[src/design/sorc_defines.svh]
// Purpose: Constants of the safety output restart control
// Assumes: 50 MHz clock, half-millisecond timebase
// Notes: Offsets are byte addresses on the plain register port
//
// Behaviour
// - An object confirmed in the protected area switches both safety output channels off; here pair2 stays on if an object enters while restart is permitted.
// - Restart back to on is either automatic or manual, chosen by software.
// - Automatic restart turns outputs on after a clear delay of 200 to 60000 ms.
// - Manual restart keeps outputs off until a button press after the area clears.
// - A valid button press lasts 500 ms to 4.5 s; the press is timed.
// - After a valid press the outputs turn on at button release.
// - While stopped, restart is permitted if area clear, blocked while object stays.
// - The indicator lamp is lit while restart is permitted.
// - Holding the button while the object remains keeps restart blocked and outputs off.
// - Only the first output pair offers manual restart; the second is automatic.
// - Anti-interference code 0..3 sets scan period 30, 30.5, 31, 31.5 ms.
// - Outputs stop only after the configured 2 to 40 consecutive detecting scans.
// - The scan count may be raised above two to reject brief false detections.
// - Response time is period times scans plus 2 ms plus 10 ms per slave.
// - Slave latency is added only when a slave caused the stop.
// - A system has one master and at most three slave units.
`ifndef SORC_DEFINES_SVH
`define SORC_DEFINES_SVH

// ---------------------------------------------------------------
// Timing
// ---------------------------------------------------------------
`define SORC_CLK_NS 20
`define SORC_TICK_NS 500000
`define SORC_HALF_MS_CYCLES ((`SORC_TICK_NS + `SORC_CLK_NS - 1) / `SORC_CLK_NS)
`define SORC_TICK_US 500
`define SORC_SCAN_BASE_US 30000
`define SORC_SCAN_BASE_TICKS (`SORC_SCAN_BASE_US / `SORC_TICK_US)
`define SORC_PRESS_MIN_MS 500
`define SORC_PRESS_MAX_MS 4500
`define SORC_FIXED_MS 2
`define SORC_LATENCY_MS 10
`define SORC_DELAY_MIN_MS 200
`define SORC_DELAY_MAX_MS 60000
`define SORC_SCANS_MIN 2
`define SORC_SCANS_MAX 40
`define SORC_SLAVES_MAX 3

// ---------------------------------------------------------------
// Register map
// ---------------------------------------------------------------
`define SORC_OFS_CTRL 8'h00
`define SORC_OFS_SCANS 8'h04
`define SORC_OFS_DELAY 8'h08
`define SORC_OFS_STATUS 8'h0c
`define SORC_OFS_RESP 8'h10
`define SORC_OFS_IRQ_STAT 8'h14
`define SORC_OFS_IRQ_MASK 8'h18

// CTRL fields
`define SORC_CTRL_MANUAL 0
`define SORC_CTRL_CODE_LO 1
`define SORC_CTRL_SLV_LO 3

// Reset values
`define SORC_RST_SCANS 6'h02
`define SORC_RST_DELAY 16'h00c8

// Interrupt bits
`define SORC_IRQ_STOP 0
`define SORC_IRQ_RESTART 1
`define SORC_IRQ_REJECT 2

`endif

[src/design/sorc_pkg.sv]
// Purpose: Types of the safety output restart control
// Assumes: Constants live in sorc_defines.svh
// Notes: Nothing here is imported; use sorc_pkg::name
package sorc_pkg;

    // ---------------------------------------------------------------
    // Types
    // ---------------------------------------------------------------
    typedef struct packed {
        logic ch_a;
        logic ch_b;
    } sorc_pair_t;

    typedef enum logic [2:0] {
        ST_INIT,
        ST_RUN,
        ST_BLOCKED,
        ST_RECOVER,
        ST_PERMIT
    } sorc_state_t;

    typedef struct packed {
        logic manual;
        logic [1:0] code;
        logic [1:0] slaves;
    } sorc_cfg_t;

endpackage : sorc_pkg

[src/design/sorc_ctrl.sv]
// Purpose: Safety output pair stop and restart control with interlock
// Assumes: obj_det comes from scan evaluation on clk; button and slave pins are async
// Notes: Times counted in half-millisecond ticks from one divider
//
// The strobed register port and the placing of the registers were left to the implementer.
`timescale 1ns/1ps
`include "sorc_defines.svh"
module sorc_ctrl #(
    parameter int unsigned HALF_MS_CYCLES = `SORC_HALF_MS_CYCLES
) (
    input wire logic clk,
    input wire logic arst_n,
    input wire logic obj_det,
    input wire logic restart_btn,
    input wire logic slave_stop,
    input wire logic [7:0] reg_addr,
    input wire logic [31:0] reg_wdata,
    input wire logic reg_wr,
    input wire logic reg_rd,
    output logic [31:0] reg_rdata,
    output sorc_pkg::sorc_pair_t pair1,
    output sorc_pkg::sorc_pair_t pair2,
    output logic interlock_lamp,
    output logic scan_tick,
    output logic irq
);

    // ---------------------------------------------------------------
    // Elaboration checks
    // ---------------------------------------------------------------
    if (HALF_MS_CYCLES < 2) begin : g_bad_div
        $error("HALF_MS_CYCLES must be at least 2");
    end

    // ---------------------------------------------------------------
    // Functions
    // ---------------------------------------------------------------
    function automatic logic [15:0] clamp16(input logic [31:0] v, input logic [31:0] lo,
                                            input logic [31:0] hi);
        logic [31:0] r;
        r = (v < lo) ? lo : ((v > hi) ? hi : v);
        return r[15:0];
    endfunction : clamp16

    // Response time in half-millisecond ticks
    function automatic logic [11:0] resp_ticks(input logic [1:0] code, input logic [5:0] scans,
                                               input logic [1:0] slaves, input logic by_slave);
        logic [11:0] per;
        logic [11:0] lat;
        per = 12'(`SORC_SCAN_BASE_TICKS) + {10'h000, code};
        lat = by_slave ? 12'(slaves) * 12'(2 * `SORC_LATENCY_MS) : 12'h000;
        return per * {6'h00, scans} + 12'(2 * `SORC_FIXED_MS) + lat;
    endfunction : resp_ticks

    // ---------------------------------------------------------------
    // Timebase and pin synchronisers
    // ---------------------------------------------------------------
    logic half_tick;

    sorc_div #(
        .N(HALF_MS_CYCLES)
    ) u_div (
        .clk(clk),
        .arst_n(arst_n),
        .tick(half_tick)
    );

    logic btn_m_q;
    logic btn_s_q;
    logic btn_d_q;
    logic slv_m_q;
    logic slv_s_q;

    always_ff @(posedge clk or negedge arst_n) begin
        if (!arst_n) begin
            btn_m_q <= 1'b0;
            btn_s_q <= 1'b0;
            btn_d_q <= 1'b0;
            slv_m_q <= 1'b0;
            slv_s_q <= 1'b0;
        end else begin
            btn_m_q <= restart_btn;
            btn_s_q <= btn_m_q;
            btn_d_q <= btn_s_q;
            slv_m_q <= slave_stop;
            slv_s_q <= slv_m_q;
        end
    end

    // ---------------------------------------------------------------
    // Registers
    // ---------------------------------------------------------------
    sorc_pkg::sorc_cfg_t cfg_q;
    logic [5:0] scans_q;
    logic [15:0] delay_q;
    logic [2:0] irq_stat_q;
    logic [2:0] irq_mask_q;
    logic [31:0] rdata_q;
    logic irq_q;

    wire wr_ctrl = reg_wr && (reg_addr == `SORC_OFS_CTRL);
    wire wr_scans = reg_wr && (reg_addr == `SORC_OFS_SCANS);
    wire wr_delay = reg_wr && (reg_addr == `SORC_OFS_DELAY);
    wire wr_istat = reg_wr && (reg_addr == `SORC_OFS_IRQ_STAT);
    wire wr_imask = reg_wr && (reg_addr == `SORC_OFS_IRQ_MASK);

    // Out-of-range values are clamped so the block can never run unsafe settings
    wire [15:0] scans_w = clamp16(reg_wdata, `SORC_SCANS_MIN, `SORC_SCANS_MAX);
    wire [15:0] delay_w = clamp16(reg_wdata, `SORC_DELAY_MIN_MS, `SORC_DELAY_MAX_MS);

    always_ff @(posedge clk or negedge arst_n) begin
        if (!arst_n) begin
            cfg_q <= '0;
            scans_q <= `SORC_RST_SCANS;
            delay_q <= `SORC_RST_DELAY;
            irq_mask_q <= 3'h0;
        end else begin
            if (wr_ctrl) begin
                cfg_q.manual <= reg_wdata[`SORC_CTRL_MANUAL];
                cfg_q.code <= reg_wdata[`SORC_CTRL_CODE_LO +: 2];
                cfg_q.slaves <= reg_wdata[`SORC_CTRL_SLV_LO +: 2];
            end
            if (wr_scans) begin
                scans_q <= scans_w[5:0];
            end
            if (wr_delay) begin
                delay_q <= delay_w;
            end
            if (wr_imask) begin
                irq_mask_q <= reg_wdata[2:0];
            end
        end
    end

    // ---------------------------------------------------------------
    // Scan period
    // ---------------------------------------------------------------
    logic [6:0] scan_cnt_q;
    logic scan_tick_q;
    wire [6:0] period_w = 7'(`SORC_SCAN_BASE_TICKS) + {5'h00, cfg_q.code};
    wire scan_end = half_tick && (scan_cnt_q >= period_w - 7'h01);
    wire scan_hit = scan_end && obj_det;
    wire scan_clr = scan_end && !obj_det;

    always_ff @(posedge clk or negedge arst_n) begin
        if (!arst_n) begin
            scan_cnt_q <= 7'h00;
            scan_tick_q <= 1'b0;
        end else begin
            if (half_tick) begin
                scan_cnt_q <= scan_end ? 7'h00 : scan_cnt_q + 7'h01;
            end
            scan_tick_q <= scan_end;
        end
    end

    // ---------------------------------------------------------------
    // Detection count
    // ---------------------------------------------------------------
    sorc_pkg::sorc_state_t state_q;
    sorc_pkg::sorc_state_t state_d;
    logic [5:0] det_cnt_q;
    wire [5:0] det_next = det_cnt_q + 6'h01;
    // Single dusty scans only count up; one clear scan restarts the count
    wire det_trip = scan_hit && (det_next >= scans_q);

    always_ff @(posedge clk or negedge arst_n) begin
        if (!arst_n) begin
            det_cnt_q <= 6'h00;
        end else if (scan_end) begin
            if (!obj_det || state_q != sorc_pkg::ST_RUN) begin
                det_cnt_q <= 6'h00;
            end else if (det_cnt_q != 6'(`SORC_SCANS_MAX)) begin
                det_cnt_q <= det_next;
            end
        end
    end

    // ---------------------------------------------------------------
    // Clear-area timer
    // ---------------------------------------------------------------
    logic area_busy_q;
    logic [16:0] clear_cnt_q;
    wire [16:0] delay_ticks = {delay_q, 1'b0};
    wire rec_done = !area_busy_q && (clear_cnt_q >= delay_ticks);

    always_ff @(posedge clk or negedge arst_n) begin
        if (!arst_n) begin
            area_busy_q <= 1'b1;
            clear_cnt_q <= 17'h00000;
        end else begin
            if (scan_hit) begin
                area_busy_q <= 1'b1;
                clear_cnt_q <= 17'h00000;
            end else if (scan_clr) begin
                area_busy_q <= 1'b0;
            end
            if (!scan_hit && half_tick && !area_busy_q && !rec_done) begin
                clear_cnt_q <= clear_cnt_q + 17'h00001;
            end
        end
    end

    // ---------------------------------------------------------------
    // Restart button timing
    // ---------------------------------------------------------------
    logic [13:0] press_cnt_q;
    logic press_live_q;
    localparam logic [13:0] PRESS_MIN_T = 14'(2 * `SORC_PRESS_MIN_MS);
    localparam logic [13:0] PRESS_MAX_T = 14'(2 * `SORC_PRESS_MAX_MS);
    wire btn_rise = btn_s_q && !btn_d_q;
    wire btn_fall = !btn_s_q && btn_d_q;
    wire press_in_range = (press_cnt_q >= PRESS_MIN_T) && (press_cnt_q <= PRESS_MAX_T);
    // Release, not press, is the restart moment
    wire press_ok = btn_fall && press_live_q && press_in_range;
    wire press_bad = btn_fall && !press_ok;

    always_ff @(posedge clk or negedge arst_n) begin
        if (!arst_n) begin
            press_cnt_q <= 14'h0000;
            press_live_q <= 1'b0;
        end else begin
            if (btn_rise) begin
                press_cnt_q <= 14'h0000;
            end else if (btn_s_q && half_tick && press_cnt_q <= PRESS_MAX_T) begin
                press_cnt_q <= press_cnt_q + 14'h0001;
            end
            // A press counts only if it starts and ends while restart is permitted
            if (state_q != sorc_pkg::ST_PERMIT) begin
                press_live_q <= 1'b0;
            end else if (btn_rise) begin
                press_live_q <= 1'b1;
            end
        end
    end

    // ---------------------------------------------------------------
    // Interlock state machine
    // ---------------------------------------------------------------
    wire stop_evt = (state_q == sorc_pkg::ST_RUN) && det_trip;
    wire go_evt = (state_d == sorc_pkg::ST_RUN) && (state_q != sorc_pkg::ST_RUN);

    always_comb begin
        state_d = state_q;
        case (state_q)
            sorc_pkg::ST_INIT: begin
                if (scan_clr) begin
                    state_d = sorc_pkg::ST_RUN;
                end
            end
            sorc_pkg::ST_RUN: begin
                if (det_trip) begin
                    state_d = sorc_pkg::ST_BLOCKED;
                end
            end
            sorc_pkg::ST_BLOCKED: begin
                if (scan_clr) begin
                    state_d = cfg_q.manual ? sorc_pkg::ST_PERMIT : sorc_pkg::ST_RECOVER;
                end
            end
            sorc_pkg::ST_RECOVER: begin
                if (scan_hit) begin
                    state_d = sorc_pkg::ST_BLOCKED;
                end else if (rec_done) begin
                    state_d = sorc_pkg::ST_RUN;
                end
            end
            sorc_pkg::ST_PERMIT: begin
                if (scan_hit) begin
                    state_d = sorc_pkg::ST_BLOCKED;
                end else if (press_ok) begin
                    state_d = sorc_pkg::ST_RUN;
                end
            end
            default: begin
                state_d = sorc_pkg::ST_INIT;
            end
        endcase
    end

    // ---------------------------------------------------------------
    // Outputs
    // ---------------------------------------------------------------
    logic pair1_on_q;
    logic pair2_on_q;
    logic lamp_q;
    logic by_slave_q;
    logic [11:0] resp_q;

    always_ff @(posedge clk or negedge arst_n) begin
        if (!arst_n) begin
            state_q <= sorc_pkg::ST_INIT;
            pair1_on_q <= 1'b0;
            pair2_on_q <= 1'b0;
            lamp_q <= 1'b0;
            by_slave_q <= 1'b0;
            resp_q <= 12'h000;
        end else begin
            state_q <= state_d;
            pair1_on_q <= (state_d == sorc_pkg::ST_RUN);
            lamp_q <= (state_d == sorc_pkg::ST_PERMIT);
            // Second pair restarts on the clear-delay timer or on any entry to run except the first one from init, whichever comes first
            if (stop_evt || state_q == sorc_pkg::ST_INIT) begin
                pair2_on_q <= 1'b0;
            end else if (go_evt || rec_done) begin
                pair2_on_q <= 1'b1;
            end
            if (stop_evt) begin
                by_slave_q <= slv_s_q;
            end
            resp_q <= resp_ticks(cfg_q.code, scans_q, cfg_q.slaves, by_slave_q);
        end
    end

    // ---------------------------------------------------------------
    // Interrupts and read data
    // ---------------------------------------------------------------
    wire [2:0] irq_evt = {press_bad, go_evt, stop_evt};
    wire [2:0] irq_clr = wr_istat ? reg_wdata[2:0] : 3'h0;
    wire [7:0] status_w = {1'b0, by_slave_q, lamp_q, pair2_on_q, pair1_on_q, state_q};
    logic [31:0] rdata_d_w;

    always_comb begin
        case (reg_addr)
            `SORC_OFS_CTRL: rdata_d_w = {27'h0, cfg_q.slaves, cfg_q.code, cfg_q.manual};
            `SORC_OFS_SCANS: rdata_d_w = {26'h0, scans_q};
            `SORC_OFS_DELAY: rdata_d_w = {16'h0000, delay_q};
            `SORC_OFS_STATUS: rdata_d_w = {24'h000000, status_w};
            `SORC_OFS_RESP: rdata_d_w = {20'h00000, resp_q};
            `SORC_OFS_IRQ_STAT: rdata_d_w = {29'h0, irq_stat_q};
            `SORC_OFS_IRQ_MASK: rdata_d_w = {29'h0, irq_mask_q};
            default: rdata_d_w = 32'h00000000;
        endcase
    end

    always_ff @(posedge clk or negedge arst_n) begin
        if (!arst_n) begin
            irq_stat_q <= 3'h0;
            irq_q <= 1'b0;
            rdata_q <= 32'h00000000;
        end else begin
            // New events win over a write-one-to-clear in the same cycle
            irq_stat_q <= (irq_stat_q & ~irq_clr) | irq_evt;
            irq_q <= |(((irq_stat_q & ~irq_clr) | irq_evt) & irq_mask_q);
            rdata_q <= reg_rd ? rdata_d_w : 32'h00000000;
        end
    end

    assign reg_rdata = rdata_q;
    assign pair1 = '{ch_a: pair1_on_q, ch_b: pair1_on_q};
    assign pair2 = '{ch_a: pair2_on_q, ch_b: pair2_on_q};
    assign interlock_lamp = lamp_q;
    assign scan_tick = scan_tick_q;
    assign irq = irq_q;

endmodule : sorc_ctrl

[src/design/sorc_div.sv]
// Purpose: Divider giving a one-cycle enable pulse every N clocks
// Assumes: N of at least 2
// Notes: Pulse comes from a register
`timescale 1ns/1ps
module sorc_div #(
    parameter int unsigned N = 25000
) (
    input wire logic clk,
    input wire logic arst_n,
    output logic tick
);

    // ---------------------------------------------------------------
    // Counter
    // ---------------------------------------------------------------
    localparam int unsigned W = (N > 2) ? $clog2(N) : 1;

    logic [W-1:0] cnt_q;
    logic tick_q;
    wire last = (cnt_q == W'(N - 1));

    always_ff @(posedge clk or negedge arst_n) begin
        if (!arst_n) begin
            cnt_q <= '0;
            tick_q <= 1'b0;
        end else begin
            cnt_q <= last ? '0 : cnt_q + W'(1);
            tick_q <= last;
        end
    end

    assign tick = tick_q;

endmodule : sorc_div

[config.mk]
export PLATFORM = sky130hd
export DESIGN_NAME = sorc_ctrl
export DESIGN_NICKNAME = d
export VERILOG_FILES = /design/src/design/sorc_pkg.sv /design/src/design/sorc_ctrl.sv /design/src/design/sorc_div.sv
export VERILOG_INCLUDE_DIRS = /design/src /design/src/design
export SDC_FILE = /design/constraint.sdc
export NUM_CORES = 1
export LEC_CHECK = 0
export ABC_AREA = 1
export BUFFER_PORTS_ARGS = -buffer_cell sky130_fd_sc_hd__buf_4
export CORE_MARGIN = 2
export CORE_UTILIZATION = 50
export DETAILED_ROUTE_END_ITERATION = 10
export PLACE_DENSITY = 0.69
export SETUP_SLACK_MARGIN = 0.15
export SLEW_MARGIN = 20
export SYNTH_ARGS = -nofsm -noshare
export SYNTH_HDL_FRONTEND = slang
export SYNTH_SLANG_ARGS = --single-unit
[constraint.sdc]
create_clock -name clk -period 10.35 [get_ports clk]
set_clock_uncertainty 0.15 [all_clocks]
set_input_delay 2.5875 -clock clk [delete_from_list [all_inputs] [get_ports clk]]
set_output_delay 2.5875 -clock clk [all_outputs]
set_load 0.02 [all_outputs]
# Word-level counts from Yosys, hierarchy flattened
# Cells that the tools add are included.
[classes]
add_sub_neg = 10
multipliers = 2
n_div = 0
n_lt_le_gt_ge = 9
n_eq_ne = 16
shift = 0
muxes = 31
bitwise = 4
reduce_logical = 43
[op_table]
columns = ["op", "count"]
rows = [
  ["$pmux W16 S7", 1],
  ["$mux W17", 2],
  ["$gt A32 B16 Y1 const B", 1],
  ["$gt A32 B6 Y1 const B", 1],
  ["$lt A32 B2 Y1 const B", 1],
  ["$lt A32 B8 Y1 const B", 1],
  ["$mux W16", 2],
  ["$mux W32", 1],
  ["$mux W14", 2],
  ["$mux W3", 9],
  ["$eq A8 B5 Y1 const B", 3],
  ["$mux W6", 4],
  ["$logic_and A1 B1 Y1", 23],
  ["$add A17 B1 Y17 const B", 1],
  ["$ge A17 B17 Y1", 1],
  ["$eq A8 B4 Y1 const B", 2],
  ["$add A15 B1 Y15 const B", 1],
  ["$eq A15 B15 Y1 const B", 1],
  ["$mux W15", 1],
  ["$pmux W3 S5", 1],
  ["$add A14 B1 Y14 const B", 1],
  ["$add A6 B2 Y7 const A", 2],
  ["$ge A14 B10 Y1 const B", 1],
  ["$le A14 B14 Y1 const B", 1],
  ["28 further kinds", 51],
]
[word_totals]
ff_bits = 153
latch_bits = 0
mem_bits_rw = 0
romBits = 0
input_bits = 47
n_memories = 0

# Longest topological paths before layout
# Gate-level depths: netlist of run 1.
[depth]
word_depth = 13
depth_mapped = 18
depth_no_buf = 18

# By module
# A second synthesis of run 1 with hierarchy kept.
[hier_totals]
hier_cells = 1111
area_unflattened_um2 = 8932.3
[by_module_without_submodules]
columns = ["mod", "n_inst", "cells_each", "area_per_inst_um2", "seq_area_each_um2"]
rows = [
  ["sorc_ctrl", 1, 981, 8007.7, 3034.2],
  ["sorc_div", 1, 130, 924.6, 400.4],
]

# Worst setup path before layout of run 1
# Ideal clock, no wire load.
[synth_path]
path_type = "register -> register"
startpoint = "reg scans_q[1]"
endpoint = "reg resp_q[9]"
setup_time_ns = 0.080
arrival_ns = 3.768
t_required_ns = 10.120
setup_slack_ns = 6.352
stages_incl_launch_ff = 18
path_buffers = 0
synth_period_minus_slack_ns = 3.998
path_cell_list = "dfstp_2 > inv_1 > fa_1 > inv_1 > ha_1 > inv_1 > fa_1 > inv_1 > fa_1 > ha_1 > a21oi_1 > o21ai_0 > a21oi_1 > nor2_1 > nor2_1 > nor2_1 > nor2_1 > xnor2_1"
[synth_between]
elab_chain_cells = 3
[synth_rtl]
columns = ["element", "line", "source"]
rows = [
  ["from (decl)", "sorc_ctrl.sv:94", "logic [5:0] scans_q;"],
  ["from (signal assigned)", "sorc_ctrl.sv:114", "scans_q <= `SORC_RST_SCANS;"],
  ["from (signal assigned)", "sorc_ctrl.sv:124", "scans_q <= scans_w[5:0];"],
  ["$mul A7 B6 Y12", "sorc_ctrl.sv:52", "return per * {6'h00, scans} + 12'(2 * `SORC_FIXED_MS) + lat;"],
  ["$add A12 B3 Y12", "sorc_ctrl.sv:52", ""],
  ["$add A12 B7 Y12", "sorc_ctrl.sv:52", ""],
  ["to (signal assigned)", "sorc_ctrl.sv:311", "resp_q <= resp_ticks(cfg_q.code, scans_q, cfg_q.slaves, by_slave_q);"],
  ["to (decl)", "sorc_ctrl.sv:288", "logic [11:0] resp_q;"],
]
# No other way between the ends.
# A chain may end at the register's enable or synchronous reset.

# Final worst setup path of run 1
# Ends and elaborated chain as after synthesis.

==> results of run 1 <==
## layout make-up
class | instances | area (µm²)
Timing Repair Buffer | 70 | 533
Inverter | 196 | 739
Tap cell | 225 | 282
Clock inverter | 12 | 199
Fill cell | 1557 | 7150
Clock buffer | 20 | 437
Multi-Input combinational cell | 720 | 4470
Sequential cell | 137 | 3430
## power groups by stage
stage | Sequential [mW] | Combinational [mW] | Clock [mW]
after detailed placement | 0.598 | 0.330 | 0
after global routing | 0.591 | 0.382 | 0.693
final | 0.589 | 0.328 | 0.661
after global placement | 0.598 | 0.324 | 0
after CTS | 0.589 | 0.334 | 0.667
after floorplan | 0.588 | 0.245 | 0
## per-layer routing
layer	global-route usage	vias to the layer above
met5	0	-
met4	0.102	0
met3	0.0370	33
met2	0.385	191
met1	0.321	3502
li1	-	3581
## worst paths after layout
| path | startpoint | slack, ns | depth (start not counted) | to |
|---|---|---|---|---|
| max in group asynchronous | arst_n | 6.98 | 2 | reg_rdata[11] |
| worst max register to register | scans_q[1] | 5.98 | 17 | resp_q[9] |
| min in group asynchronous | arst_n | 1.96 | 1 | u_div.cnt_q[7] |
| worst min-delay path | slv_m_q | 0.20 | 0 | slv_s_q |
| worst max-delay path | scans_q[1] | 5.98 | 17 | resp_q[9] |
| worst min register to register | slv_m_q | 0.20 | 0 | slv_s_q |
## synthesized netlist by cell type (2+ instances only)
library cell	count
o21a_1	3
nand2_1	187
nor2_2	8
a21oi_1	51
o21ai_1	13
buf_4	22
dfrtp_1	132
a32o_1	4
o2111ai_1	2
nor3_2	5
a21o_1	2
o21bai_1	2
nor4_1	4
nand4_1	13
xnor2_1	3
clkbuf_1	4
buf_2	3
xor2_1	22
inv_2	12
a31oi_1	5
nor2_4	6
nor3_1	28
a221oi_1	9
nor2_1	92
or2_2	2
ha_1	62
inv_1	182
nand2_2	10
fa_1	19
o32ai_1	4
nand3_4	2
o21ai_0	64
nand3_1	47
nand4_2	2
nor3b_2	2
dfstp_2	5
nand3_2	9
nand3b_1	2
and2_1	2
o22ai_1	8
## logic make-up after synthesis
| family | share of synthesized area |
|---|---|
| buffers and inverters | 0.108 |
| AND/OR/NAND/NOR | 0.229 |
| flip-flops | 0.391 |
| other | 0.000427 |
| AO/OA/AOI/OAI | 0.113 |
| multiplexers | 0.00242 |
| adder cells (fa/ha/maj) | 0.132 |
| XOR/XNOR | 0.0249 |
## metrics by stage
stage	setup WS [ns]	utilization	area (µm²)	std cells
final	5.98	0.585	10100	1380
after global placement	5.76	0.548	9450	1348
after global routing	5.64	0.585	10100	1380
after CTS	5.96	0.585	10100	1380
after floorplan	6.35	-	8850	1083
after detailed placement	5.69	0.548	9450	1348
## flip-flops by register name, indices dropped and copies added, names as in the netlist, 3 cells and up
| name | cells |
|---|---|
| state_q | 3 |
| scans_q | 6 |
| u_div.cnt_q | 15 |
| reg_rdata | 16 |
| scan_cnt_q | 7 |
| cfg_q | 5 |
| det_cnt_q | 6 |
| press_cnt_q | 14 |
| irq_mask_q | 3 |
| resp_q | 12 |
| delay_q | 16 |
| irq_stat_q | 3 |
| clear_cnt_q | 17 |
==> impl_metrics.tcl, run 1 <==
set metrics [dict create \
    status "finished, final reports clean" \
    insertion_delay_ns 0.43 \
    post-route-min-period_ns 4.37 \
    yosysTopAreaCellShare 0.376 \
    ys_warn_count 0 \
    synth.distinct_cells 54 \
    drv_cap 0 \
    ys_seq_area_frac 0.391 \
    wire_per_inst_um 15.1 \
    power.leakage_nw 5.14 \
    ant_nets 0 \
    synth_edf_count 0 \
    grtUsageTotal 0.239 \
    ys_ff_latch 137 \
    layout_commonest_cell "nand2_1" \
    dieArea_mm2 0.0187 \
    finalSetupViolCount 0 \
    initial_utilization 0.510 \
    path_cells "inv_1, fa_1, inv_1, ha_1, inv_1, fa_1, inv_1, fa_1, ha_1, a21oi_1, o21ai_0, a21oi_1, nor2_1, nor2_1, nor2_1, nor2_1, xnor2_1" \
    grt-ovfl-total 0 \
    grt_pass1_wl_um 34500 \
    dieHeight_um 137 \
    highest_layer "met4" \
    crit_slowest_cell "dfstp_2" \
    vdd_drop_max_v 0.000125 \
    cts_hold_buffers 0 \
    crit_fanout 7 \
    cp.required_ns 10.54 \
    cts_max_path_buffers 2 \
    holdWs_ns 0.197 \
    dr.pass1.iters 5 \
    cts_tree "yes" \
    most-common-layout-cells "nand2_1, inv_1, dfrtp_1" \
    htree_levels 4 \
    maxSlewHeadroom 0.485 \
    power.total_mw 1.58 \
    pwr-share-comb 0.208 \
    port_buffers 69 \
    hold_violations 0 \
    seq_power_share 0.373 \
    vias 7307 \
    route.met2.wl_um 9950 \
    synth_area_mm2 0.00879 \
    cp-end-kind "flop" \
    num_rows 48 \
    grt_pass1_vias 6988 \
    async_flop_share 1.00 \
    syn_inst 1068 \
    fin_nets 1270 \
    gp_congestion 0.896 \
    cts-root-buf "clkbuf_16" \
    vias_per_cell 5.29 \
    critPathBufInv 4 \
    switching_share 0.286 \
    syn2layout_area_growth_pct 14.8 \
    tightestPinTransition_ns 0.765 \
    synth.largest_area_cell "dfrtp_1" \
    cp.arrival_ns 4.56 \
    slew_viol_final 0 \
    timing.final.crit_share 0.423 \
    ios 86 \
    drive_gt1_frac 0.145 \
    cts_buffers 17 \
    p_sw_mw 0.452 \
    path_class "flop to flop" \
    synthTopCellsByArea "dfrtp_1, ha_1, nand2_1" \
    power_frac_clock 0.419 \
    met1_length_um 9330 \
    drt_iter0_drc 417 \
    hold_path_class "flop to flop" \
    wl_met3_um 999 \
    syn_avg_cell_area_um2 8.23 \
    rsz0062_at_grt "false" \
    crit_family "adder cells" \
    synth-main-ff-cell "dfrtp_1" \
    num_antenna_cells 0 \
    max_freq_mhz 229 \
    powerDensity_mw_per_mm2 156 \
    cts_setup_buffers 0 \
    totalWireLength_um 20800 \
    clkTransAtPathRegs_ns 0.05 \
    fin_tns_setup_ns 0 \
    hpwl_um 16200 \
    die_w_um 137 \
    grt_max_degree 80 \
    clock_sinks 137 \
    antenna_found_initial 0 \
    cts-resized-gates 0 \
    cp-start-kind "flop" \
    internal-power_mw 1.13 \
    drcViolationCount 0 \
    core-area_mm2 0.0172 \
    slowest_delay_ns 0.64 \
]
(Power assumes the default switching activity.)
==> run 2, diff against run 1 <==
==> constraint.sdc (replaced) <==
create_clock -name clk -period 4.15 [get_ports clk]
set_clock_uncertainty 0.15 [all_clocks]
set_input_delay 1.0375 -clock clk [delete_from_list [all_inputs] [get_ports clk]]
set_output_delay 1.0375 -clock clk [all_outputs]
set_load 0.02 [all_outputs]
==> impl_metrics.tcl, run 2 (synthesis results as in run 1) <==
set metrics [dict create \
    clock_sinks 137 \
    antenna_found_initial 0 \
    num_rows 48 \
    fin_tns_setup_ns 0 \
    hpwl_um 16400 \
    fin_area_mm2 0.0104 \
    finalSetupViolCount 0 \
    pwr-share-comb 0.262 \
    dieArea_mm2 0.0187 \
    drt_iter0_drc 469 \
    clkTransAtPathRegs_ns 0.06 \
    max_freq_mhz 251 \
    cp.arrival_ns 4.14 \
    internal-power_mw 2.85 \
    drcViolationCount 0 \
    drive_gt1_frac 0.178 \
    grt_pass1_wl_um 35200 \
    grt_pass1_vias 7229 \
    initial_utilization 0.510 \
    power_frac_clock 0.383 \
    placed_area_mm2 0.00957 \
    grt-ovfl-total 0 \
    grt_max_degree 69 \
    vias_per_cell 5.29 \
    rsz0062_at_grt "true" \
    largest_reg_flops 17 \
    fin_nets 1294 \
    slew_viol_final 0 \
    core-area_mm2 0.0172 \
    seq_power_share 0.355 \
    totalWireLength_um 21800 \
    tightestPinTransition_ns 0.668 \
    hold_path_class "flop to flop" \
    insertion_delay_ns 0.43 \
    port_buffers 69 \
    cts_hold_buffers 0 \
    maxSlewHeadroom 0.553 \
    ios 86 \
    timing.final.crit_share 0.960 \
    wire_per_inst_um 15.5 \
    htree_levels 4 \
    hold_violations 0 \
    layout_commonest_cell "nand2_1" \
    switching_share 0.301 \
    vias 7427 \
    post-route-min-period_ns 3.98 \
    ant_nets 0 \
    dieHeight_um 137 \
    vdd_drop_max_v 0.000294 \
    status "finished, final reports clean" \
    cts_max_path_buffers 2 \
    cts_buffers 17 \
    gp_congestion 0.935 \
    regMostFlops "clear_cnt_q" \
    power.leakage_nw 5.25 \
    path_class "flop to flop" \
    most-common-layout-cells "nand2_1, inv_1, dfrtp_1" \
    crit_fanout 3 \
    cts-root-buf "clkbuf_16" \
    syn2layout_area_growth_pct 18.0 \
    cp-start-kind "flop" \
    cts_tree "yes" \
    cp-end-kind "flop" \
    die_w_um 137 \
    cp.required_ns 4.31 \
    p_sw_mw 1.23 \
    grtUsageTotal 0.243 \
    drv_cap 0 \
    powerDensity_mw_per_mm2 394 \
    num_antenna_cells 0 \
    dr.pass1.iters 5 \
]
run 2: cell type report:
cell class | count | area [µm²]
fill | 1521 | 6870
multi-input combinational | 720 | 4590
sequential | 137 | 3430
inverter | 196 | 739
timing repair buffer | 94 | 726
clock buffer | 20 | 457
tap | 225 | 282
clock inverter | 11 | 146
run 2: power by group through the flow:
stage | Combinational, mW | Sequential [mW] | Clock, mW
6_report | 1.07 | 1.45 | 1.56
5_1_grt | 1.20 | 1.46 | 1.64
4_1_cts | 0.897 | 1.45 | 1.58
3_5_place_dp | 0.844 | 1.47 | 0
3_3_place_gp | 0.829 | 1.47 | 0
2_1_floorplan | 0.610 | 1.47 | 0
run 2: worst paths after layout:
| path | startpoint | endpoint | slack, ns | depth (start not counted) |
|---|---|---|---|---|
| min in group asynchronous | arst_n | u_div.cnt_q[6] | 0.48 | 1 |
| max in group asynchronous | arst_n | scans_q[1] | 2.58 | 2 |
| worst min-delay path | slv_m_q | slv_s_q | 0.20 | 0 |
| worst min register to register | slv_m_q | slv_s_q | 0.20 | 0 |
| worst max register to register | scans_q[1] | resp_q[9] | 0.17 | 15 |
| worst max-delay path | scans_q[1] | resp_q[9] | 0.17 | 15 |
run 2: metal layers:
layer | part of all wire | track usage | routed length (µm)
met1 | 0.44 | 0.326 | 9630
met2 | 0.48 | 0.392 | 10500
met3 | 0.055 | 0.0463 | 1200
met4 | 0.021 | 0.0897 | 459
met5 | 0 | 0 | 0
run 2: timing repair:
action                                  4_1_cts  5_1_grt
pin swaps                                     5       24
resized for setup                             7       16
endpoints found under the setup margin        3        4
setup buffers                                 2        8
run 2: through the flow:
stage	hold slack, ns	cells	utilization	setup WS [ns]	power [mW]
after floorplan	0.181	1083	-	0.152	2.08
after global routing	0.216	1403	0.602	0.0570	4.29
final	0.200	1403	0.602	0.168	4.08
after CTS	0.206	1395	0.593	0.156	3.93
after detailed placement	0.192	1362	0.555	0.0253	2.32
after global placement	0.185	1362	0.555	0.0994	2.30
run 2: critical path, cell delays in order, from the launching register on:
cell and delay, ns:
dfstp_2 0.56, inv_2 0.05, fa_1 0.57, fa_1 0.45, fa_1 0.49, inv_1 0.05, fa_1 0.49, ha_4 0.30
nand2_4 0.06, o21ai_2 0.15, a21oi_2 0.05, nor2_1 0.14, nor2_1 0.07, nor2_1 0.10, nor2_1 0.06, xnor2_1 0.12
==> run 3, diff against run 2 <==
--- a/config.mk
+++ b/config.mk
@@ -6,12 +6,12 @@
 export SDC_FILE = /design/constraint.sdc
 export NUM_CORES = 1
 export LEC_CHECK = 0
-export ABC_AREA = 1
 export BUFFER_PORTS_ARGS = -buffer_cell sky130_fd_sc_hd__buf_4
 export CORE_MARGIN = 2
 export CORE_UTILIZATION = 50
+export CTS_CLUSTER_SIZE = 12
 export DETAILED_ROUTE_END_ITERATION = 10
-export PLACE_DENSITY = 0.69
+export PLACE_DENSITY = 0.7
 export SETUP_SLACK_MARGIN = 0.15
 export SLEW_MARGIN = 20
 export SYNTH_ARGS = -nofsm -noshare
==> impl_metrics.tcl, run 3 <==
set metrics [dict create \
    ys_seq_area_frac 0.422 \
    hp-start "slv_m_q" \
    min_to "slv_s_q" \
    cp.required_ns 4.30 \
    slowest_delay_ns 0.56 \
    syn_avg_cell_area_um2 9.91 \
    ios 86 \
    layout_commonest_cell "dfrtp_1" \
    cts_hold_buffers 0 \
    clkTransAtPathRegs_ns 0.06 \
    max_freq_mhz 243 \
    syn2layout_area_growth_pct 18.1 \
    most-common-layout-cells "dfrtp_1, buf_4, nor2_1" \
    worstReg2RegStart "scans_q[1]" \
    synth.distinct_cells 69 \
    dieHeight_um 132 \
    largest_reg_flops 17 \
    hold_violations 0 \
    cts_buffers 17 \
    synthMuxAreaShare 0.0163 \
    fin_nets 1040 \
    insertion_delay_ns 0.43 \
    cts-root-buf "clkbuf_16" \
    vdd_drop_max_v 0.000302 \
    vias_per_cell 5.53 \
    slew_viol_final 0 \
    status "finished, final reports clean" \
    synthSimpleGateAreaFrac 0.169 \
    num_rows 46 \
    synth_edf_count 0 \
    hold_path_depth 0 \
    grtUsageTotal 0.229 \
    finalSetupViolCount 0 \
    async_flop_share 1.00 \
    cts_max_path_buffers 2 \
    maxSlewHeadroom 0.284 \
    gp_congestion 0.820 \
    grt_max_degree 86 \
    path_cells "inv_2, fa_1, inv_1, ha_1, inv_2, fa_1, inv_1, fa_1, ha_4, buf_4, a21oi_2, o21bai_1, a2111o_1, a31o_2, a21oi_2, xnor2_1" \
    r2r_slack_ns 0.03 \
    cp-end-kind "flop" \
    yosysTopAreaCellShare 0.406 \
    hold_path_class "flop to flop" \
    regMostFlops "clear_cnt_q" \
    wire_per_inst_um 16.8 \
    dr.pass1.iters 5 \
    drv_cap 0 \
    cp.arrival_ns 4.27 \
    ys_ff_latch 137 \
    synth-main-ff-cell "dfrtp_1" \
    drcViolationCount 0 \
    fin_util 0.605 \
    num_antenna_cells 0 \
    powerDensity_mw_per_mm2 337 \
    synth_compound_area_frac 0.125 \
    hpwl_um 14200 \
    worst-path-stages 16 \
    htree_levels 4 \
    reg2reg_to "resp_q[11]" \
    timing.final.crit_share 0.992 \
    power.leakage_nw 4.62 \
    totalWireLength_um 19100 \
    drt_iter0_drc 552 \
    cts_tree "yes" \
    die_w_um 132 \
    grt_pass1_vias 6270 \
    reg2reg_depth 16 \
    synth_area_mm2 0.00814 \
    cp-start-kind "flop" \
    synth.largest_area_cell "dfrtp_1" \
    synthTopCellsByArea "dfrtp_1, ha_1, fa_1" \
    clock_sinks 137 \
    holdWs_ns 0.212 \
    crit_slowest_cell "dfstp_2" \
    crit_fanout 3 \
    synth_common_cells "dfrtp_1, nor2_1, inv_1" \
    dieArea_mm2 0.0173 \
    crit_family "adder cells" \
    post-route-min-period_ns 4.12 \
    tightestPinTransition_ns 1.07 \
    synth_top_family_by_area "simple AND/OR/NAND/NOR gates" \
    antenna_found_initial 1 \
    vias 6299 \
    ant_nets 0 \
    initial_utilization 0.512 \
    synth.most_common_cell "dfrtp_1" \
    rsz0062_at_grt "true" \
    drive_gt1_frac 0.192 \
    synth_xor_area_frac 0.0613 \
    critPathBufInv 5 \
    ys_warn_count 0 \
    port_buffers 69 \
    syn_inst 821 \
    grt-ovfl-total 0 \
    path_class "flop to flop" \
    crit_path_frequent_cell "fa_1" \
    grt_pass1_wl_um 31500 \
    core-area_mm2 0.0159 \
    synth_fa_ha_area_frac 0.142 \
]
-- run 3: cell count changes in the layout (fill, tap and decap cells not counted), sizes merged, moves of 18 or more --
cell   change
nand2    -139
xnor2     +35
o21ai     -51
nand3     -28
a21oi     -27
nor2      -20
inv      -121
a22oi     +18
-- run 3: stage by stage --
stage	instance area [µm²]	setup TNS, ns	power [mW]	instances	setup WS [ns]
final	9610	0	3.24	1139	0.0324
after global routing	9610	-0.427	3.37	1139	-0.168
after detailed placement	8980	-0.0943	1.75	1104	-0.0447
after CTS	9580	-0.0244	3.26	1136	-0.0117
after floorplan	8250	0	1.62	836	0.107
after global placement	8980	0	1.74	1104	0.0137
-- run 3: logic make-up after synthesis --
group | after synthesis
buffers and inverters | 113
muxes | 12
adders and majority gates | 81
AOI/OAI and AO/OA | 141
and+or+nand+nor | 279
xor gates and xnor gates | 57
other | 1
DFF | 137
-- run 3: worst max-delay path by stage --
stage,endpoint,from,slack [ns]
CTS,resp_q[10],scans_q[1],-0.01
global placement,resp_q[10],scans_q[0],0.01
global route,resp_q[11],cfg_q[3],-0.17
finish,resp_q[11],scans_q[1],0.03
floorplan,resp_q[10],scans_q[1],0.11
detailed placement,resp_q[10],scans_q[0],-0.04
-- run 3: what timing repair did --
item / CTS / global route
buffers inserted: 2 / 3
pin swaps: 0 / 8
resized for setup: 1 / 2
endpoints found under the hold margin: 0 / 0
setup endpoints to repair: 3 / 5
-- run 3: layout make-up --
type                    instances  area [µm²]
clock buffers                  18         429
clock inverters                12         154
fillers                      1357        6270
inverters                      75         282
multi-input cells             586        4310
flip-flops and latches        137        3440
well taps                     216         270
repair buffers                 95         729
-- run 3: where the power goes --
part           switching [mW]  internal (mW)  total, mW
combinational           0.193          0.140      0.333
sequential             0.0206           1.38       1.40
clock                   0.573          0.935       1.51
total                   0.787           2.45       3.24
-- run 3: metal layers --
layer  vias to the layer above  GRT usage  routed length, µm
met4                         0     0.0731                294
met5                         -          0                  0
met2                       203      0.373               9180
met1                      3060      0.302               8530
li1                       3013          -                  -
met3                        23     0.0529               1140
